--- src/shared/runaway_watchdog_regs.vh ---
// Register map, field layout, keys and timing constants of the runaway watchdog
`ifndef RUNAWAY_WATCHDOG_REGS_VH
`define RUNAWAY_WATCHDOG_REGS_VH

`define MODE_IDX 8'h5c
`define KEY_IDX 8'h5d
`define IRQ_STATUS_IDX 8'h60
`define IRQ_MASK_IDX 8'h61
`define CTRL_IDX 8'h62
`define STAT_IDX 8'h63

`define MODE_RESET 8'h80
`define MODE_ENABLE_BIT 7
`define MODE_DTIME_HI 6
`define MODE_DTIME_LO 5
`define MODE_WARM_BIT 4
`define MODE_HALT_HI 3
`define MODE_HALT_LO 2
`define MODE_RSTLINK_BIT 1
`define MODE_DRIVE_BIT 0

`define KEY_DISABLE 8'hb1
`define KEY_CLEAR 8'h4e

`define CNT_W 22
`define CNT_ZERO 22'h00_0000
`define CNT_ONE 22'h00_0001
`define TAP0 15
`define TAP1 17
`define TAP2 19
`define TAP3 21
`define WARM_TAP0 14
`define WARM_TAP1 16

`define HALT_RUN 2'b00
`define HALT_STOP 2'b01
`define HALT_LIGHT_IDLE_MODE 2'b10
`define HALT_DEEP_IDLE_MODE 2'b11

`define IRQ_OVF_BIT 0
`define IRQ_WARM_BIT 1
`define IRQ_W 2
`define IRQ_ZERO 2'h0

`define RESP_OKAY 2'b00
`define RESP_SLVERR 2'b10
`define WORD_ZERO 32'h0000_0000

`endif

--- src/verilog/runaway_watchdog_warmup_timer.v ---
// Runaway watchdog with warm-up timer, AXI4-Lite register slave
// Functional notes
// A 22-stage binary counter on the system clock feeds watchdog and warm-up.
// Two-bit time field picks one of four taps, each four times longer.
// Overflow raises a non-maskable interrupt request toward the CPU.
// Enable bit resets to one, so the watchdog runs without software.
// Disabling needs enable cleared first, then the disable key written.
// Writing one to enable resumes operation at once, no key needed.
// Writing the clear key zeroes the counter, which keeps counting.
// Software writes the clear key often enough to avoid overflow.
// Reset-link bit resets to zero; overflow does not reset the chip.
// With reset-link set, overflow drives a chip reset, resetting the watchdog.
// Warm-up select bit chooses the 2^14 or 2^16 counter output.
// The same counter times warm-up after STOP or clock change.
// The watchdog counts immediately after reset release.
// The counter halts in light idle and stop modes; it keeps counting there while a warm-up is timed.
// Halt field: 00 run, 01 stop, 10 light idle, 11 deep idle.
// Key writes other than clear or disable change nothing.
// Key register is write-only; software uses full writes only.
`timescale 1ns/10ps
`default_nettype none
`include "runaway_watchdog_regs.vh"
module runaway_watchdog_warmup_timer
(
  // Clock and reset
  input wire ref_clk_i,
  input wire rstn_i,
  // AXI4-Lite write address
  input wire [9:0] s_axi_awaddr_i,
  input wire s_axi_awvalid_i,
  output wire s_axi_awready_o,
  // AXI4-Lite write data
  input wire [31:0] s_axi_wdata_i,
  input wire [3:0] s_axi_wstrb_i,
  input wire s_axi_wvalid_i,
  output wire s_axi_wready_o,
  // AXI4-Lite write response
  output wire [1:0] s_axi_bresp_o,
  output wire s_axi_bvalid_o,
  input wire s_axi_bready_i,
  // AXI4-Lite read address
  input wire [9:0] s_axi_araddr_i,
  input wire s_axi_arvalid_i,
  output wire s_axi_arready_o,
  // AXI4-Lite read data
  output wire [31:0] s_axi_rdata_o,
  output wire [1:0] s_axi_rresp_o,
  output wire s_axi_rvalid_o,
  input wire s_axi_rready_i,
  // CPU side
  input wire halt_exec_i,
  input wire wake_i,
  input wire clk_change_i,
  output wire runaway_nmi_request_o,
  output wire chip_reset_req_o,
  output wire irq_o,
  output wire [1:0] power_state_o,
  output wire cpu_hold_o
);
  // Register state
  reg [7:0] watchdog_mode_ff;
  reg disabled_ff;
  reg [`CNT_W-1:0] count_ff;
  reg [`IRQ_W-1:0] irq_status_ff;
  reg [`IRQ_W-1:0] irq_mask_ff;
  reg [1:0] power_ff;
  reg nmi_ff;
  reg rst_req_ff;
  reg quiet_ff;
  // Bus state
  reg aw_held_ff;
  reg [9:0] aw_addr_ff;
  reg w_held_ff;
  reg [31:0] w_data_ff;
  reg [3:0] w_strb_ff;
  reg bvalid_ff;
  reg [1:0] bresp_ff;
  reg rvalid_ff;
  reg [31:0] rdata_ff;
  reg [1:0] rresp_ff;

  wire overflow;
  wire warm_busy;
  wire warm_done;
  wire warm_start;
  wire wr_fire;
  wire [7:0] wr_idx;
  wire [7:0] wb;
  wire key_wr;
  wire clear_key;
  wire disable_key;
  wire cnt_run;
  wire run_wd;
  wire wd_event;
  reg [`CNT_W-1:0] nxt_count;
  reg [7:0] nxt_mode;

  // Byte address to register index
  function [7:0] addr_idx;
    input [9:0] a;
    begin
      addr_idx = a[9:2];
    end
  endfunction

  // Index hits a mapped register
  function mapped;
    input [7:0] i;
    begin
      mapped = (i == `MODE_IDX) || (i == `KEY_IDX) || (i == `IRQ_STATUS_IDX) ||
               (i == `IRQ_MASK_IDX) || (i == `CTRL_IDX) || (i == `STAT_IDX);
    end
  endfunction

  // Write channels taken independently, response once both are held
  assign s_axi_awready_o = ~aw_held_ff & ~bvalid_ff;
  assign s_axi_wready_o = ~w_held_ff & ~bvalid_ff;
  assign wr_fire = aw_held_ff & w_held_ff & ~bvalid_ff;
  assign wr_idx = addr_idx(aw_addr_ff);
  assign wb = w_strb_ff[0] ? w_data_ff[7:0] : 8'h00;
  assign key_wr = wr_fire && (wr_idx == `KEY_IDX) && w_strb_ff[0];
  assign clear_key = key_wr && (wb == `KEY_CLEAR);
  // Disable key counts only once enable is already cleared
  assign disable_key = key_wr && (wb == `KEY_DISABLE) &&
                       !watchdog_mode_ff[`MODE_ENABLE_BIT];
  assign s_axi_bvalid_o = bvalid_ff;
  assign s_axi_bresp_o = bresp_ff;
  assign s_axi_arready_o = ~rvalid_ff;
  assign s_axi_rvalid_o = rvalid_ff;
  assign s_axi_rdata_o = rdata_ff;
  assign s_axi_rresp_o = rresp_ff;

  // Counter halts in light idle and stop, except while timing a warm-up
  assign cnt_run = ((power_ff != `HALT_LIGHT_IDLE_MODE) && (power_ff != `HALT_STOP)) ||
                   warm_busy;
  assign run_wd = !disabled_ff && !warm_busy && (power_ff != `HALT_LIGHT_IDLE_MODE) &&
                  (power_ff != `HALT_STOP);
  // Warm-up starts when stop is released or a clock change is requested
  assign warm_start = (power_ff == `HALT_STOP && wake_i && !warm_busy) ||
                      (clk_change_i && !warm_busy);
  // A zeroed counter or a new tap may drop the tap bit without a real overflow
  assign wd_event = overflow && run_wd && !quiet_ff;

  runaway_tap_select u_tap
  (
    .ref_clk_i(ref_clk_i),
    .rstn_i(rstn_i),
    .count_i(count_ff),
    .sel_i(watchdog_mode_ff[`MODE_DTIME_HI:`MODE_DTIME_LO]),
    .edge_o(overflow)
  );

  runaway_warmup_timer u_warm
  (
    .ref_clk_i(ref_clk_i),
    .rstn_i(rstn_i),
    .start_i(warm_start),
    .warm_sel_i(watchdog_mode_ff[`MODE_WARM_BIT]),
    .count_i(count_ff),
    .busy_o(warm_busy),
    .done_o(warm_done)
  );

  always @*
  begin
    nxt_count = count_ff;
    if (clear_key || warm_start)
      nxt_count = `CNT_ZERO;
    else if (cnt_run)
      nxt_count = count_ff + `CNT_ONE;
  end

  always @*
  begin
    nxt_mode = watchdog_mode_ff;
    if (wr_fire && wr_idx == `MODE_IDX && w_strb_ff[0])
      nxt_mode = wb;
  end

  always @(posedge ref_clk_i or negedge rstn_i)
  begin
    if (!rstn_i)
    begin
      watchdog_mode_ff <= `MODE_RESET;
      disabled_ff <= 1'b0;
      count_ff <= `CNT_ZERO;
      power_ff <= `HALT_RUN;
      nmi_ff <= 1'b0;
      rst_req_ff <= 1'b0;
      quiet_ff <= 1'b0;
      irq_status_ff <= `IRQ_ZERO;
      irq_mask_ff <= `IRQ_ZERO;
    end
    else
    begin
      watchdog_mode_ff <= nxt_mode;
      count_ff <= nxt_count;
      if (nxt_mode[`MODE_ENABLE_BIT])
        disabled_ff <= 1'b0;
      else if (disable_key)
        disabled_ff <= 1'b1;
      quiet_ff <= clear_key || warm_start ||
                  (nxt_mode[`MODE_DTIME_HI:`MODE_DTIME_LO] !=
                   watchdog_mode_ff[`MODE_DTIME_HI:`MODE_DTIME_LO]);
      nmi_ff <= wd_event;
      rst_req_ff <= wd_event && watchdog_mode_ff[`MODE_RSTLINK_BIT];
      // Power state from the halt field
      case (power_ff)
        `HALT_RUN:
          if (halt_exec_i)
            power_ff <= watchdog_mode_ff[`MODE_HALT_HI:`MODE_HALT_LO];
        `HALT_STOP:
          if (warm_done)
            power_ff <= `HALT_RUN;
        default:
          if (wake_i)
            power_ff <= `HALT_RUN;
      endcase
      if (wr_fire && wr_idx == `IRQ_MASK_IDX && w_strb_ff[0])
        irq_mask_ff <= wb[`IRQ_W-1:0];
      // Set wins over write-one-to-clear
      if (wr_fire && wr_idx == `IRQ_STATUS_IDX && w_strb_ff[0])
        irq_status_ff <= (irq_status_ff & ~wb[`IRQ_W-1:0]) |
                         {warm_done, wd_event};
      else
        irq_status_ff <= irq_status_ff | {warm_done, wd_event};
    end
  end

  // AXI4-Lite write path
  always @(posedge ref_clk_i or negedge rstn_i)
  begin
    if (!rstn_i)
    begin
      aw_held_ff <= 1'b0;
      aw_addr_ff <= 10'h000;
      w_held_ff <= 1'b0;
      w_data_ff <= `WORD_ZERO;
      w_strb_ff <= 4'h0;
      bvalid_ff <= 1'b0;
      bresp_ff <= `RESP_OKAY;
    end
    else
    begin
      if (s_axi_awvalid_i && s_axi_awready_o)
      begin
        aw_held_ff <= 1'b1;
        aw_addr_ff <= s_axi_awaddr_i;
      end
      if (s_axi_wvalid_i && s_axi_wready_o)
      begin
        w_held_ff <= 1'b1;
        w_data_ff <= s_axi_wdata_i;
        w_strb_ff <= s_axi_wstrb_i;
      end
      if (wr_fire)
      begin
        aw_held_ff <= 1'b0;
        w_held_ff <= 1'b0;
        bvalid_ff <= 1'b1;
        bresp_ff <= (mapped(wr_idx) && wr_idx != `STAT_IDX) ? `RESP_OKAY : `RESP_SLVERR;
      end
      else if (bvalid_ff && s_axi_bready_i)
        bvalid_ff <= 1'b0;
    end
  end

  // AXI4-Lite read path; key register reads as zero
  always @(posedge ref_clk_i or negedge rstn_i)
  begin
    if (!rstn_i)
    begin
      rvalid_ff <= 1'b0;
      rdata_ff <= `WORD_ZERO;
      rresp_ff <= `RESP_OKAY;
    end
    else if (s_axi_arvalid_i && !rvalid_ff)
    begin
      rvalid_ff <= 1'b1;
      rresp_ff <= mapped(addr_idx(s_axi_araddr_i)) ? `RESP_OKAY : `RESP_SLVERR;
      case (addr_idx(s_axi_araddr_i))
        `MODE_IDX: rdata_ff <= {24'h00_0000, watchdog_mode_ff};
        `IRQ_STATUS_IDX: rdata_ff <= {30'h0000_0000, irq_status_ff};
        `IRQ_MASK_IDX: rdata_ff <= {30'h0000_0000, irq_mask_ff};
        `STAT_IDX: rdata_ff <= {27'h000_0000, power_ff, warm_busy, disabled_ff, run_wd};
        default: rdata_ff <= `WORD_ZERO;
      endcase
    end
    else if (rvalid_ff && s_axi_rready_i)
      rvalid_ff <= 1'b0;
  end

  assign runaway_nmi_request_o = nmi_ff;
  assign chip_reset_req_o = rst_req_ff;
  assign irq_o = |(irq_status_ff & irq_mask_ff);
  assign power_state_o = power_ff;
  assign cpu_hold_o = warm_busy || (power_ff != `HALT_RUN);
endmodule
`default_nettype wire

--- src/verilog/runaway_tap_select.v ---
// Selects the overflow tap of the binary counter and detects its falling edge
`timescale 1ns/10ps
`default_nettype none
`include "runaway_watchdog_regs.vh"
module runaway_tap_select
(
  // Clock and reset
  input wire ref_clk_i,
  input wire rstn_i,
  // Counter and selection
  input wire [`CNT_W-1:0] count_i,
  input wire [1:0] sel_i,
  // Result
  output wire edge_o
);
  reg tap_ff;
  wire tap;
  wire [3:0] taps;

  assign taps = {count_i[`TAP3], count_i[`TAP2], count_i[`TAP1], count_i[`TAP0]};
  // Each tap four times longer than the previous
  assign tap = taps[sel_i];

  always @(posedge ref_clk_i or negedge rstn_i)
  begin
    if (!rstn_i)
      tap_ff <= 1'b0;
    else
      tap_ff <= tap;
  end

  // Falling edge of the tap bit is its overflow
  assign edge_o = tap_ff & ~tap;
endmodule
`default_nettype wire

--- src/verilog/runaway_warmup_timer.v ---
// Warm-up interval measurement on the shared counter
`timescale 1ns/10ps
`default_nettype none
`include "runaway_watchdog_regs.vh"
module runaway_warmup_timer
(
  // Clock and reset
  input wire ref_clk_i,
  input wire rstn_i,
  // Control
  input wire start_i,
  input wire warm_sel_i,
  input wire [`CNT_W-1:0] count_i,
  // Status
  output wire busy_o,
  output wire done_o
);
  reg busy_ff;
  reg done_ff;
  wire tap;

  // Short or long warm-up tap
  assign tap = warm_sel_i ? count_i[`WARM_TAP1] : count_i[`WARM_TAP0];

  always @(posedge ref_clk_i or negedge rstn_i)
  begin
    if (!rstn_i)
    begin
      busy_ff <= 1'b0;
      done_ff <= 1'b0;
    end
    else
    begin
      done_ff <= 1'b0;
      if (start_i)
        busy_ff <= 1'b1;
      else if (busy_ff && tap)
      begin
        busy_ff <= 1'b0;
        done_ff <= 1'b1;
      end
    end
  end

  assign busy_o = busy_ff;
  assign done_o = done_ff;
endmodule
`default_nettype wire

--- config.mk ---
export PLATFORM = sky130hd
export DESIGN_NAME = runaway_watchdog_warmup_timer
export DESIGN_NICKNAME = d
export VERILOG_FILES = /design/src/verilog/runaway_watchdog_warmup_timer.v /design/src/verilog/runaway_tap_select.v /design/src/verilog/runaway_warmup_timer.v
export VERILOG_INCLUDE_DIRS = /design/src /design/src/shared
export SDC_FILE = /design/constraint.sdc
export NUM_CORES = 1
export LEC_CHECK = 0
export BUFFER_PORTS_ARGS = -buffer_cell sky130_fd_sc_hd__buf_2
export CAP_MARGIN = 10
export CORE_MARGIN = 1.5
export CORE_UTILIZATION = 51
export DETAILED_ROUTE_END_ITERATION = 16
export GPL_TIMING_DRIVEN = 0
export PLACE_DENSITY = 0.78
export RECOVER_POWER = 100
export SLEW_MARGIN = 20
export SYNTH_ARGS = -nofsm -noshare
export SYNTH_HDL_FRONTEND = slang
export SYNTH_SLANG_ARGS = --single-unit
--- constraint.sdc ---
create_clock -name ref_clk_i -period 2.5 [get_ports ref_clk_i]
set_input_delay 0.5 -clock ref_clk_i [delete_from_list [all_inputs] [get_ports ref_clk_i]]
set_output_delay 0.5 -clock ref_clk_i [all_outputs]
set_load 0.01 [all_outputs]
==> reports/metrics.yaml, run 1 <==
floorplanning:
  core-area_um2: 6870
  die_h_um: 87.7
  num_rows: 30
  start_util: 0.533
  io_pins: 113
  dieArea_um2: 7690
  die_x_um: 87.7
clock_tree:
  numCtsBuffers: 9
  holdBufCountCts: 0
  cts.clk_slew.worst_paths_ns: 0.08
  clk_latency_ns: 0.35
  post_cts_resized: 0
  cts-root-buf: "clkbuf_8"
  post_cts_buffers: 0
  h-tree-depth: 3
  cts_sinks: 74
  cts_buffer_depth: 2
  tritoncts: "yes"
min_path:
  min_path_cells: 2
  min-delay-start: "s_axi_rready_i"
  holdPathEnd: "s_axi_rvalid_o"
  min_path_type: "in2reg"
drt:
  drtIter0Drc: 127
  routed-via-count: 2728
  wire_per_inst_um: 13.2
  first_pass_iters: 4
  wirelength_um: 7080
  viasPerCell: 5.09
  postRouteAntennaNets: 0
  drc: 0
synthesis:
  ys_types: 51
  synth_edf_count: 0
  yosysWarnings: 0
  syn-cell-area_um2: 3660
  syn_inst: 344
  synthArstFlopShare: 1.00
  syn_area_per_cell_um2: 10.6
  yosysSeqAreaShare: 0.506
  yosys_register_bits: 74
  yosys_most_used_dff: "dfrtp_1"
sta:
  relSlewSlack: -0.0661
  setup_viol: 0
  post-route-period-util: 0.937
  hold_viol: 0
  fmax_mhz: 427
  fin_crit_ns: 2.34
  finalSetupTns_ns: 0
  rsz0062_at_grt: "no"
  skew_ns: 0.00795
  tightest_slew_ns: 1.60
  slew_violations: 32
final_layout:
  syn_to_final_growth_pct: 17.8
  mostFrequentLayoutCell: "dfrtp_1"
  finalNetCount: 505
  drive_gt1_frac: 0.248
  seq_area_um2: 1850
  multi_input_area_um2: 1620
  diodes: 0
  final_area_um2: 4310
  final_cell_mix: "dfrtp_1, buf_2, clkbuf_1"
  fill_cells: 589
placed_design:
  place_area_um2: 4170
  gp_congestion: 0.886
  port_buffers: 54
  dp_hpwl_um: 5330
grt:
  grt_max_degree: 45
  antenna_found_initial: 0
  grt_util_all_layers: 0.197
  grt_pass1_vias: 2554
  grt_pass1_wl_um: 11700
  grt_overflow_total: 0
worst_setup_path:
  cp_max_fo: 10
  start_kind: "flop"
  end_kind: "flop"
  rrSetupSlack_ns: 0.16
  r2r-start: "power_state_o[0]"
  required_ns: 2.77
  critPathArrivalTime_ns: 2.61
  reg2regPathDepth: 8
  r2r-end: "count_ff[17]"
  path_class: "reg2reg"
pwr:
  power_density_nw_per_um2: 818
  leakage_nw: 1.95
  vdd_drop_max_v: 0.000687
status:
  violations: "capacitance limit, slew limit"
  status: "complete, but fails checks"
job:
  maxCapViolations: 1
critical path: stages (launching register included):
cell	delay (ns)
dfrtp_1	0.41
inv_1	0.10
ha_1	0.31
nor2b_1	0.16
buf_6	0.15
or4_1	0.50
buf_2	0.18
or3_1	0.32
a21oi_1	0.15
cell type report:
class / instances / share of cell area
clock buffer: 12 / 0.0337
tap: 96 / 0.0279
inverter: 7 / 0.00610
clock inverter: 4 / 0.0119
buffer: 37 / 0.0572
timing repair buffer: 55 / 0.0581
sequential: 74 / 0.430
multi-input combinational: 251 / 0.375
where the power goes:
part	internal, mW	switching, mW
Sequential	1.47	0.292
Combinational	0.438	0.400
Clock	0.489	0.433
Total	2.40	1.12
worst max path at each step:
| stage | from | to | cells past startpoint |
|---|---|---|---|
| after global routing | power_state_o[1] | count_ff[13] | 8 |
| after floorplan | power_state_o[0] | count_ff[19] | 8 |
| after detailed placement | power_state_o[1] | count_ff[19] | 8 |
| after CTS | power_state_o[1] | count_ff[13] | 8 |
| final | power_state_o[0] | count_ff[17] | 8 |
| after global placement | power_state_o[0] | count_ff[13] | 8 |
per-stage QoR:
stage / worst slack (ns) / hold WS, ns / utilization / instances / total power [mW]
6_report: 0.157 / 0.330 / 0.628 / 536 / 3.53
5_1_grt: 0.0150 / 0.349 / 0.628 / 536 / 3.73
4_1_cts: 0.147 / 0.0790 / 0.635 / 536 / 3.57
3_5_place_dp: 0.169 / 0.458 / 0.606 / 520 / 2.64
3_3_place_gp: 0.216 / 0.443 / 0.603 / 519 / 2.59
2_1_floorplan: 0.279 / 0.204 / - / 369 / 2.35
cells in the mapped netlist, types with 3 or more instances:
cell type / count / area, um2
dfrtp_1: 73 / 1830
nor4_1: 7 / 43.8
and2_1: 3 / 18.8
a21oi_1: 13 / 65.1
nand2_1: 29 / 109
nand3_1: 12 / 60.1
nor2b_1: 5 / 31.3
clkbuf_1: 6 / 22.5
nor2_1: 18 / 67.6
nor3_1: 7 / 35.0
buf_4: 26 / 195
ha_1: 4 / 50.1
mux2i_1: 4 / 40.0
or3_1: 9 / 56.3
nand2b_1: 7 / 43.8
nor4b_1: 3 / 26.3
xnor2_1: 10 / 87.6
nand4_1: 4 / 25.0
mux2_2: 27 / 304
inv_1: 7 / 26.3
a21o_1: 6 / 45.0
or4_1: 3 / 22.5
a22oi_1: 5 / 37.5
o21ai_0: 23 / 115
registers in the layout (all words and copies together), names as in the netlist, 2 cells and up:
register          cells
count_ff             22
aw_addr_ff            8
s_axi_rdata_o         8
w_data_ff             8
watchdog_mode_ff      8
irq_mask_ff           2
irq_status_ff         2
power_state_o         2
cells by family (layout without fill, tap and decap cells):
kind of cell | Yosys count | after routing | synth area share
flops | 74 | 74 | 0.506
other cells | 1 | 26 | 0.00103
buf+inv | 44 | 115 | 0.0746
compound gates | 57 | 57 | 0.0944
simple gates | 120 | 120 | 0.181
mux | 32 | 32 | 0.100
xor+xnor | 12 | 12 | 0.0287
fa+ha+maj | 4 | 4 | 0.0137
metal layers:
metal,routed length [um],vias to the layer above,track usage
met5,0,-,0
met4,122,0,0.0924
met3,396,14,0.0377
met2,3150,83,0.301
met1,3420,1279,0.272
li1,-,1352,-
No activity file was read; power rests on OpenSTA's default activity.
==> run 2, diff against run 1 <==
--- a/config.mk
+++ b/config.mk
@@ -8,13 +8,13 @@
 export LEC_CHECK = 0
 export BUFFER_PORTS_ARGS = -buffer_cell sky130_fd_sc_hd__buf_2
 export CAP_MARGIN = 10
-export CORE_MARGIN = 1.5
+export CORE_MARGIN = 2
 export CORE_UTILIZATION = 51
 export DETAILED_ROUTE_END_ITERATION = 16
 export GPL_TIMING_DRIVEN = 0
 export PLACE_DENSITY = 0.78
 export RECOVER_POWER = 100
-export SLEW_MARGIN = 20
+export SLEW_MARGIN = 15
 export SYNTH_ARGS = -nofsm -noshare
 export SYNTH_HDL_FRONTEND = slang
 export SYNTH_SLANG_ARGS = --single-unit
==> reports/metrics.yaml, run 2 (synthesized netlist as in run 1, its figures left out) <==
status:
  status: "complete, but fails checks"  # unchanged
  violations: "capacitance limit, slew limit"  # unchanged
sta:
  fin_crit_ns: 2.36  # was 2.34 ns
  relSlewSlack: -0.222  # was -0.0661
  finalSetupTns_ns: 0  # unchanged
  skew_ns: 0.0100  # was 0.00795 ns
  slew_violations: 34  # was 32
  post-route-period-util: 0.944  # was 0.937
  rsz0062_at_grt: "no"  # unchanged
  tightest_slew_ns: 1.83  # was 1.60 ns
  hold_viol: 0  # unchanged
  setup_viol: 0  # unchanged
  fmax_mhz: 424  # was 427 MHz
worst_setup_path:
  critPathArrivalTime_ns: 2.63  # was 2.61 ns
  cp_max_fo: 10  # unchanged
  cpLargestDelayFamily: "simple AND/OR/NAND/NOR gates"  # unchanged
  worst-path-buf-inv: 3  # unchanged
  rrSetupSlack_ns: 0.14  # was 0.16 ns
  cpPeakStageDelay_ns: 0.50  # about the same
  path_class: "reg2reg"  # unchanged
  start_kind: "flop"  # unchanged
  required_ns: 2.77  # about the same
  end_kind: "flop"  # unchanged
  cp_slowest_cell: "or4_1"  # unchanged
  path_cells: "inv_1, ha_1, nor2b_1, buf_6, or4_1, buf_2, or3_1, a21oi_1"  # unchanged
clock_tree:
  post_cts_resized: 0  # unchanged
  cts_buffer_depth: 2  # unchanged
  numCtsBuffers: 9  # unchanged
  holdBufCountCts: 0  # unchanged
  cts.clk_slew.worst_paths_ns: 0.08  # about the same
  h-tree-depth: 3  # unchanged
  tritoncts: "yes"  # unchanged
  clk_latency_ns: 0.35  # about the same
  cts_sinks: 74  # unchanged
  cts-root-buf: "clkbuf_8"  # unchanged
  post_cts_buffers: 0  # unchanged
placed_design:
  gp_congestion: 0.850  # was 0.886
  port_buffers: 54  # unchanged
  dp_hpwl_um: 5250  # was 5330 um
final_layout:
  final_cell_mix: "dfrtp_1, buf_2, nand2_1, clkbuf_1, mux2_2"  # was dfrtp_1, buf_2, clkbuf_1
  largest_reg_flops: 22  # unchanged
  fill_cells: 564  # was 589
  top_register: "count_ff"  # unchanged
  diodes: 0  # unchanged
  syn_to_final_growth_pct: 18.9  # was 17.8%
  finalNetCount: 505  # unchanged
  drive_gt1_frac: 0.253  # was 0.248
  mostFrequentLayoutCell: "dfrtp_1"  # unchanged
floorplanning:
  io_pins: 113  # unchanged
  die_x_um: 88.7  # was 87.7 um
  start_util: 0.533  # unchanged
  num_rows: 30  # unchanged
  dieArea_um2: 7870  # was 7690 um2
  core-area_um2: 6870  # unchanged
  die_h_um: 88.7  # was 87.7 um
pwr:
  leakage_nw: 1.97  # was 1.95 nW
  p_total_mw: 3.63  # was 3.53 mW
  vdd_drop_max_v: 0.000556  # was 0.000687 V
  power_density_nw_per_um2: 835  # was 818 nW/um2
grt:
  grt_max_degree: 42  # was 45
  grt_pass1_vias: 2516  # was 2554
  grt_util_all_layers: 0.194  # was 0.197
  grt_overflow_total: 0  # unchanged
  antenna_found_initial: 0  # unchanged
  grt_pass1_wl_um: 11800  # was 11700 um
drt:
  first_pass_iters: 4  # unchanged
  routed-via-count: 2765  # was 2728
  drtIter0Drc: 154  # was 127
  wirelength_um: 7170  # was 7080 um
  drc: 0  # unchanged
  wire_per_inst_um: 13.4  # was 13.2 um
  viasPerCell: 5.17  # was 5.09
  postRouteAntennaNets: 0  # unchanged
min_path:
  min_path_type: "in2reg"  # unchanged
job:
  maxCapViolations: 1  # unchanged
run 2: cell types whose count changed in the layout (fill, tap and decap cells not counted), sizes merged:
cell / change
buf: +1
clkbuf: -3
bufinv: +1
clkinvlp: -1
clkinv: +1
run 2: metal layers:
metal  share of wire  GRT usage  vias to the layer above
met5               0          0                        -
met1            0.47      0.272                     1327
li1                -          -                     1345
met2            0.46      0.301                       79
met3           0.054     0.0354                       14
met4           0.018     0.0785                        0
run 2: path summary, 6_finish.rpt:
kind | start | to | cells after the start
worst max-delay path | power_state_o[0] | count_ff[21] | 8
worst min-delay path | s_axi_bready_i | s_axi_bvalid_o | 2
worst max register to register | power_state_o[0] | count_ff[21] | 8
worst min register to register | quiet_ff | runaway_nmi_request_o | 1
max in group asynchronous | rstn_i | watchdog_mode_ff[2] | 1
min in group asynchronous | rstn_i | aw_addr_ff[6] | 1
run 2: power breakdown:
| part | internal (mW) | switching (mW) | leakage [nW] |
|---|---|---|---|
| sequential | 1.47 | 0.293 | 0.955 |
| combinational | 0.442 | 0.405 | 0.907 |
| clock | 0.582 | 0.436 | 0.112 |
run 2: area by class of cell:
cell class / count / area (um2) / area share
sequential: 74 / 1850 / 0.426
clock buffer: 10 / 138 / 0.0316
buffer: 37 / 246 / 0.0567
inverter: 7 / 26.3 / 0.00604
tap: 96 / 120 / 0.0276
multi-input combinational: 251 / 1620 / 0.373
clock inverter: 5 / 78.8 / 0.0181
timing repair buffer: 55 / 263 / 0.0604
run 2: per-stage QoR:
step | setup slack [ns] | area (um2) | hold WS (ns) | instances | util
after floorplan | 0.279 | 3750 | 0.204 | 369 | -
after global placement | 0.210 | 4140 | 0.441 | 519 | 0.603
after detailed placement | 0.167 | 4170 | 0.442 | 520 | 0.606
after CTS | 0.155 | 4380 | 0.0878 | 535 | 0.638
after global routing | 0.0189 | 4350 | 0.322 | 535 | 0.633
final | 0.141 | 4350 | 0.314 | 535 | 0.633
==> run 3, diff against run 2 <==
--- a/config.mk
+++ b/config.mk
@@ -6,12 +6,14 @@
 export SDC_FILE = /design/constraint.sdc
 export NUM_CORES = 1
 export LEC_CHECK = 0
+export ABC_AREA = 1
 export BUFFER_PORTS_ARGS = -buffer_cell sky130_fd_sc_hd__buf_2
 export CAP_MARGIN = 10
 export CORE_MARGIN = 2
-export CORE_UTILIZATION = 51
+export CORE_UTILIZATION = 53
 export DETAILED_ROUTE_END_ITERATION = 16
 export GPL_TIMING_DRIVEN = 0
+export MAX_ROUTING_LAYER = met4
 export PLACE_DENSITY = 0.78
 export RECOVER_POWER = 100
 export SLEW_MARGIN = 15
==> reports/metrics.yaml, run 3 <==
grt:
  grt_pass1_wl_um: 14800  # was 11800 um
  use_met2: 0.360  # was 0.301
  gr-usage-met1: 0.276  # was 0.272
  antenna_found_initial: 0  # unchanged
  grt_util_all_layers: 0.221  # was 0.194
  grt_overflow_total: 0  # unchanged
  grt-busiest-layer: "met2"  # unchanged
  grt_max_degree: 45  # was 42
  grt_pass1_vias: 3400  # was 2516
  grt_util_met3: 0.0363  # was 0.0354
clock_tree:
  clk_latency_ns: 0.35  # about the same
  holdBufCountCts: 0  # unchanged
  cts.clk_slew.worst_paths_ns: 0.08  # about the same
  cts_sinks: 74  # unchanged
  post_cts_buffers: 0  # unchanged
  post_cts_resized: 0  # unchanged
  cts-root-buf: "clkbuf_8"  # unchanged
  numCtsBuffers: 9  # unchanged
  h-tree-depth: 3  # unchanged
  cts_buffer_depth: 2  # unchanged
  tritoncts: "yes"  # unchanged
final_layout:
  largest_reg_flops: 22  # unchanged
  drive_gt1_frac: 0.176  # was 0.253
  syn_to_final_growth_pct: 14.5  # was 18.9%
  top_register: "count_ff"  # unchanged
  final_cell_mix: "nand2_1, nor2_1, dfrtp_1"  # was dfrtp_1, buf_2, nand2_1, clkbuf_1, mux2_2
  diodes: 0  # unchanged
  finalNetCount: 691  # was 505
  mostFrequentLayoutCell: "nand2_1"  # was dfrtp_1
pwr:
  vdd_drop_max_v: 0.000625  # was 0.000556 V
  power_density_nw_per_um2: 709  # was 835 nW/um2
  leakage_nw: 2.52  # was 1.97 nW
  p_total_mw: 3.42  # was 3.63 mW
synthesis:
  syn_area_per_cell_um2: 7.98  # was 10.6 um2
  yosysWarnings: 0  # unchanged
  yosys_most_used_dff: "dfrtp_1"  # unchanged
  synth_edf_count: 0  # unchanged
  syn_inst: 529  # was 344
  synth_area_leader_cell: "dfrtp_1"  # unchanged
  synth_top_area_share: 0.433  # was 0.499
  ys_types: 40  # was 51
  syn-cell-area_um2: 4220  # was 3660 um2
  yosys_register_bits: 74  # unchanged
  yosysSeqAreaShare: 0.439  # was 0.506
  synthTopCellsByArea: "dfrtp_1, nand2_1, inv_1"  # was dfrtp_1, mux2_2, buf_4
  synthArstFlopShare: 1.00  # unchanged
  post-synth-top-count-cell: "nand2_1"  # was dfrtp_1
  synthTopCellsByCount: "nand2_1, dfrtp_1, inv_1"  # was dfrtp_1, nand2_1, mux2_2
worst_setup_path:
  r2r-end: "count_ff[16]"  # was count_ff[21]
  rrSetupSlack_ns: 0.60  # was 0.14 ns
  path_class: "reg2reg"  # unchanged
  cp_max_fo: 9  # was 10
  end_kind: "flop"  # unchanged
  reg2regPathDepth: 7  # was 8
  cpLargestDelayFamily: "simple AND/OR/NAND/NOR gates"  # unchanged
  r2r-start: "power_state_o[1]"  # was power_state_o[0]
  cpPeakStageDelay_ns: 0.54  # was 0.50 ns
  required_ns: 2.78  # was 2.77 ns
  critPathArrivalTime_ns: 2.18  # was 2.63 ns
  worst-path-buf-inv: 1  # was 3
  path_cells: "inv_1, ha_1, a21oi_1, nor2_1, nor2_1, nand2_1, nor2_2"  # was inv_1, ha_1, nor2b_1, buf_6, or4_1, buf_2, or3_1, a21oi_1
  cp_slowest_cell: "nor2_1"  # was or4_1
  start_kind: "flop"  # unchanged
  crit_top_cell: "nor2_1"
drt:
  drc: 0  # unchanged
  postRouteAntennaNets: 0  # unchanged
  wirelength_um: 8500  # was 7170 um
  drtIter0Drc: 266  # was 154
  viasPerCell: 4.87  # was 5.17
  wire_per_inst_um: 11.7  # was 13.4 um
  first_pass_iters: 4  # unchanged
  routed-via-count: 3548  # was 2765
floorplanning:
  io_pins: 113  # unchanged
  die_h_um: 93.2  # was 88.7 um
  num_rows: 32  # was 30
  core-area_um2: 7730  # was 6870 um2
  dieArea_um2: 8690  # was 7870 um2
  start_util: 0.546  # was 0.533
  die_x_um: 93.2  # was 88.7 um
sta:
  post-route-period-util: 0.758  # was 0.944
  hold_slack_ns: 0.343  # was 0.314 ns
  hold_viol: 0  # unchanged
  skew_ns: 0.00776  # was 0.0100 ns
  fin_crit_ns: 1.90  # was 2.36 ns
  relSlewSlack: -0.151  # was -0.222
  rsz0062_at_grt: "no"  # unchanged
  setup_viol: 0  # unchanged
  tightest_slew_ns: 1.73  # was 1.83 ns
  finalSetupTns_ns: 0  # unchanged
  slew_violations: 31  # was 34
  fmax_mhz: 528  # was 424 MHz
placed_design:
  port_buffers: 55  # was 54
  gp_congestion: 0.864  # was 0.850
  dp_hpwl_um: 6420  # was 5250 um
min_path:
  min_path_cells: 2  # unchanged
  min_path_type: "in2reg"  # unchanged
  min-delay-start: "s_axi_bready_i"  # unchanged
  holdPathEnd: "s_axi_bvalid_o"  # unchanged
status:
  status: "complete, but fails checks"  # unchanged
  violations: "capacitance limit, slew limit"  # unchanged
job:
  maxCapViolations: 1  # unchanged
==> run 3: cell count changes after synthesis, moves of 7 or more <==
cell	delta
nand3_1	+10
nand4_1	+20
mux2_2	-22
inv_1	+62
nor4_1	-7
nor2_1	+48
or3_1	-9
nand2b_1	-7
nor2_2	+14
o21ai_0	-11
nand2_1	+94
==> run 3: worst max-delay path by stage <==
| stage | start | end | slack, ns | depth (start not counted) |
|---|---|---|---|---|
| after floorplan | power_state_o[0] | count_ff[4] | 0.91 | 9 |
| after global placement | rstn_i | count_ff[14] | 0.49 | 1 |
| after detailed placement | power_state_o[1] | count_ff[4] | 0.81 | 9 |
| after CTS | power_state_o[1] | cpu_hold_o | 0.69 | 4 |
| after global routing | power_state_o[1] | count_ff[9] | 0.42 | 7 |
| final | power_state_o[1] | count_ff[16] | 0.60 | 7 |
==> run 3: logic make-up after synthesis <==
group,share of synthesized area
other,0.000889
and+or+nand+nor,0.329
buffers and inverters,0.125
DFF,0.439
adders and majority gates,0.0119
xor gates and xnor gates,0.0125
muxes,0.0169
AOI/OAI and AO/OA,0.0644
==> run 3: per-layer routing <==
layer,vias to the layer above,share of wire
met2,92,0.47
met5,-,0
met1,1632,0.46
met3,10,0.048
li1,1814,-
met4,0,0.017
==> run 3: layout make-up <==
| cell class | instances | area (um2) |
|---|---|---|
| Fill cell | 698 | 2900 |
| Multi-Input combinational cell | 375 | 1880 |
| Sequential cell | 74 | 1850 |
| Timing Repair Buffer | 56 | 275 |
| Inverter | 72 | 273 |
| Buffer | 33 | 246 |
| Clock buffer | 11 | 141 |
| Tap cell | 102 | 128 |
| Clock inverter | 5 | 38.8 |
==> run 3: where the power goes <==
group          switching [mW]  leakage [nW]  internal, mW  total (mW)
Combinational           0.561          1.50         0.358       0.919
Sequential              0.223         0.945          1.44        1.66
Clock                   0.454        0.0782         0.391       0.844
==> run 3: worst register-to-register path, stage by stage, from the launching register on <==
cell	delay, ns
dfrtp_1	0.45
inv_1	0.10
ha_1	0.22
a21oi_1	0.18
nor2_1	0.09
nor2_1	0.54
nand2_1	0.15
nor2_2	0.11
==> run 3: through the flow <==
step	util	cells	setup WS, ns	area (um2)
finish	0.625	728	0.605	4830
global route	0.625	728	0.419	4830
CTS	0.637	728	0.689	4930
detailed placement	0.614	712	0.809	4750
global placement	0.610	711	0.490	4720
floorplan	-	554	0.905	4310
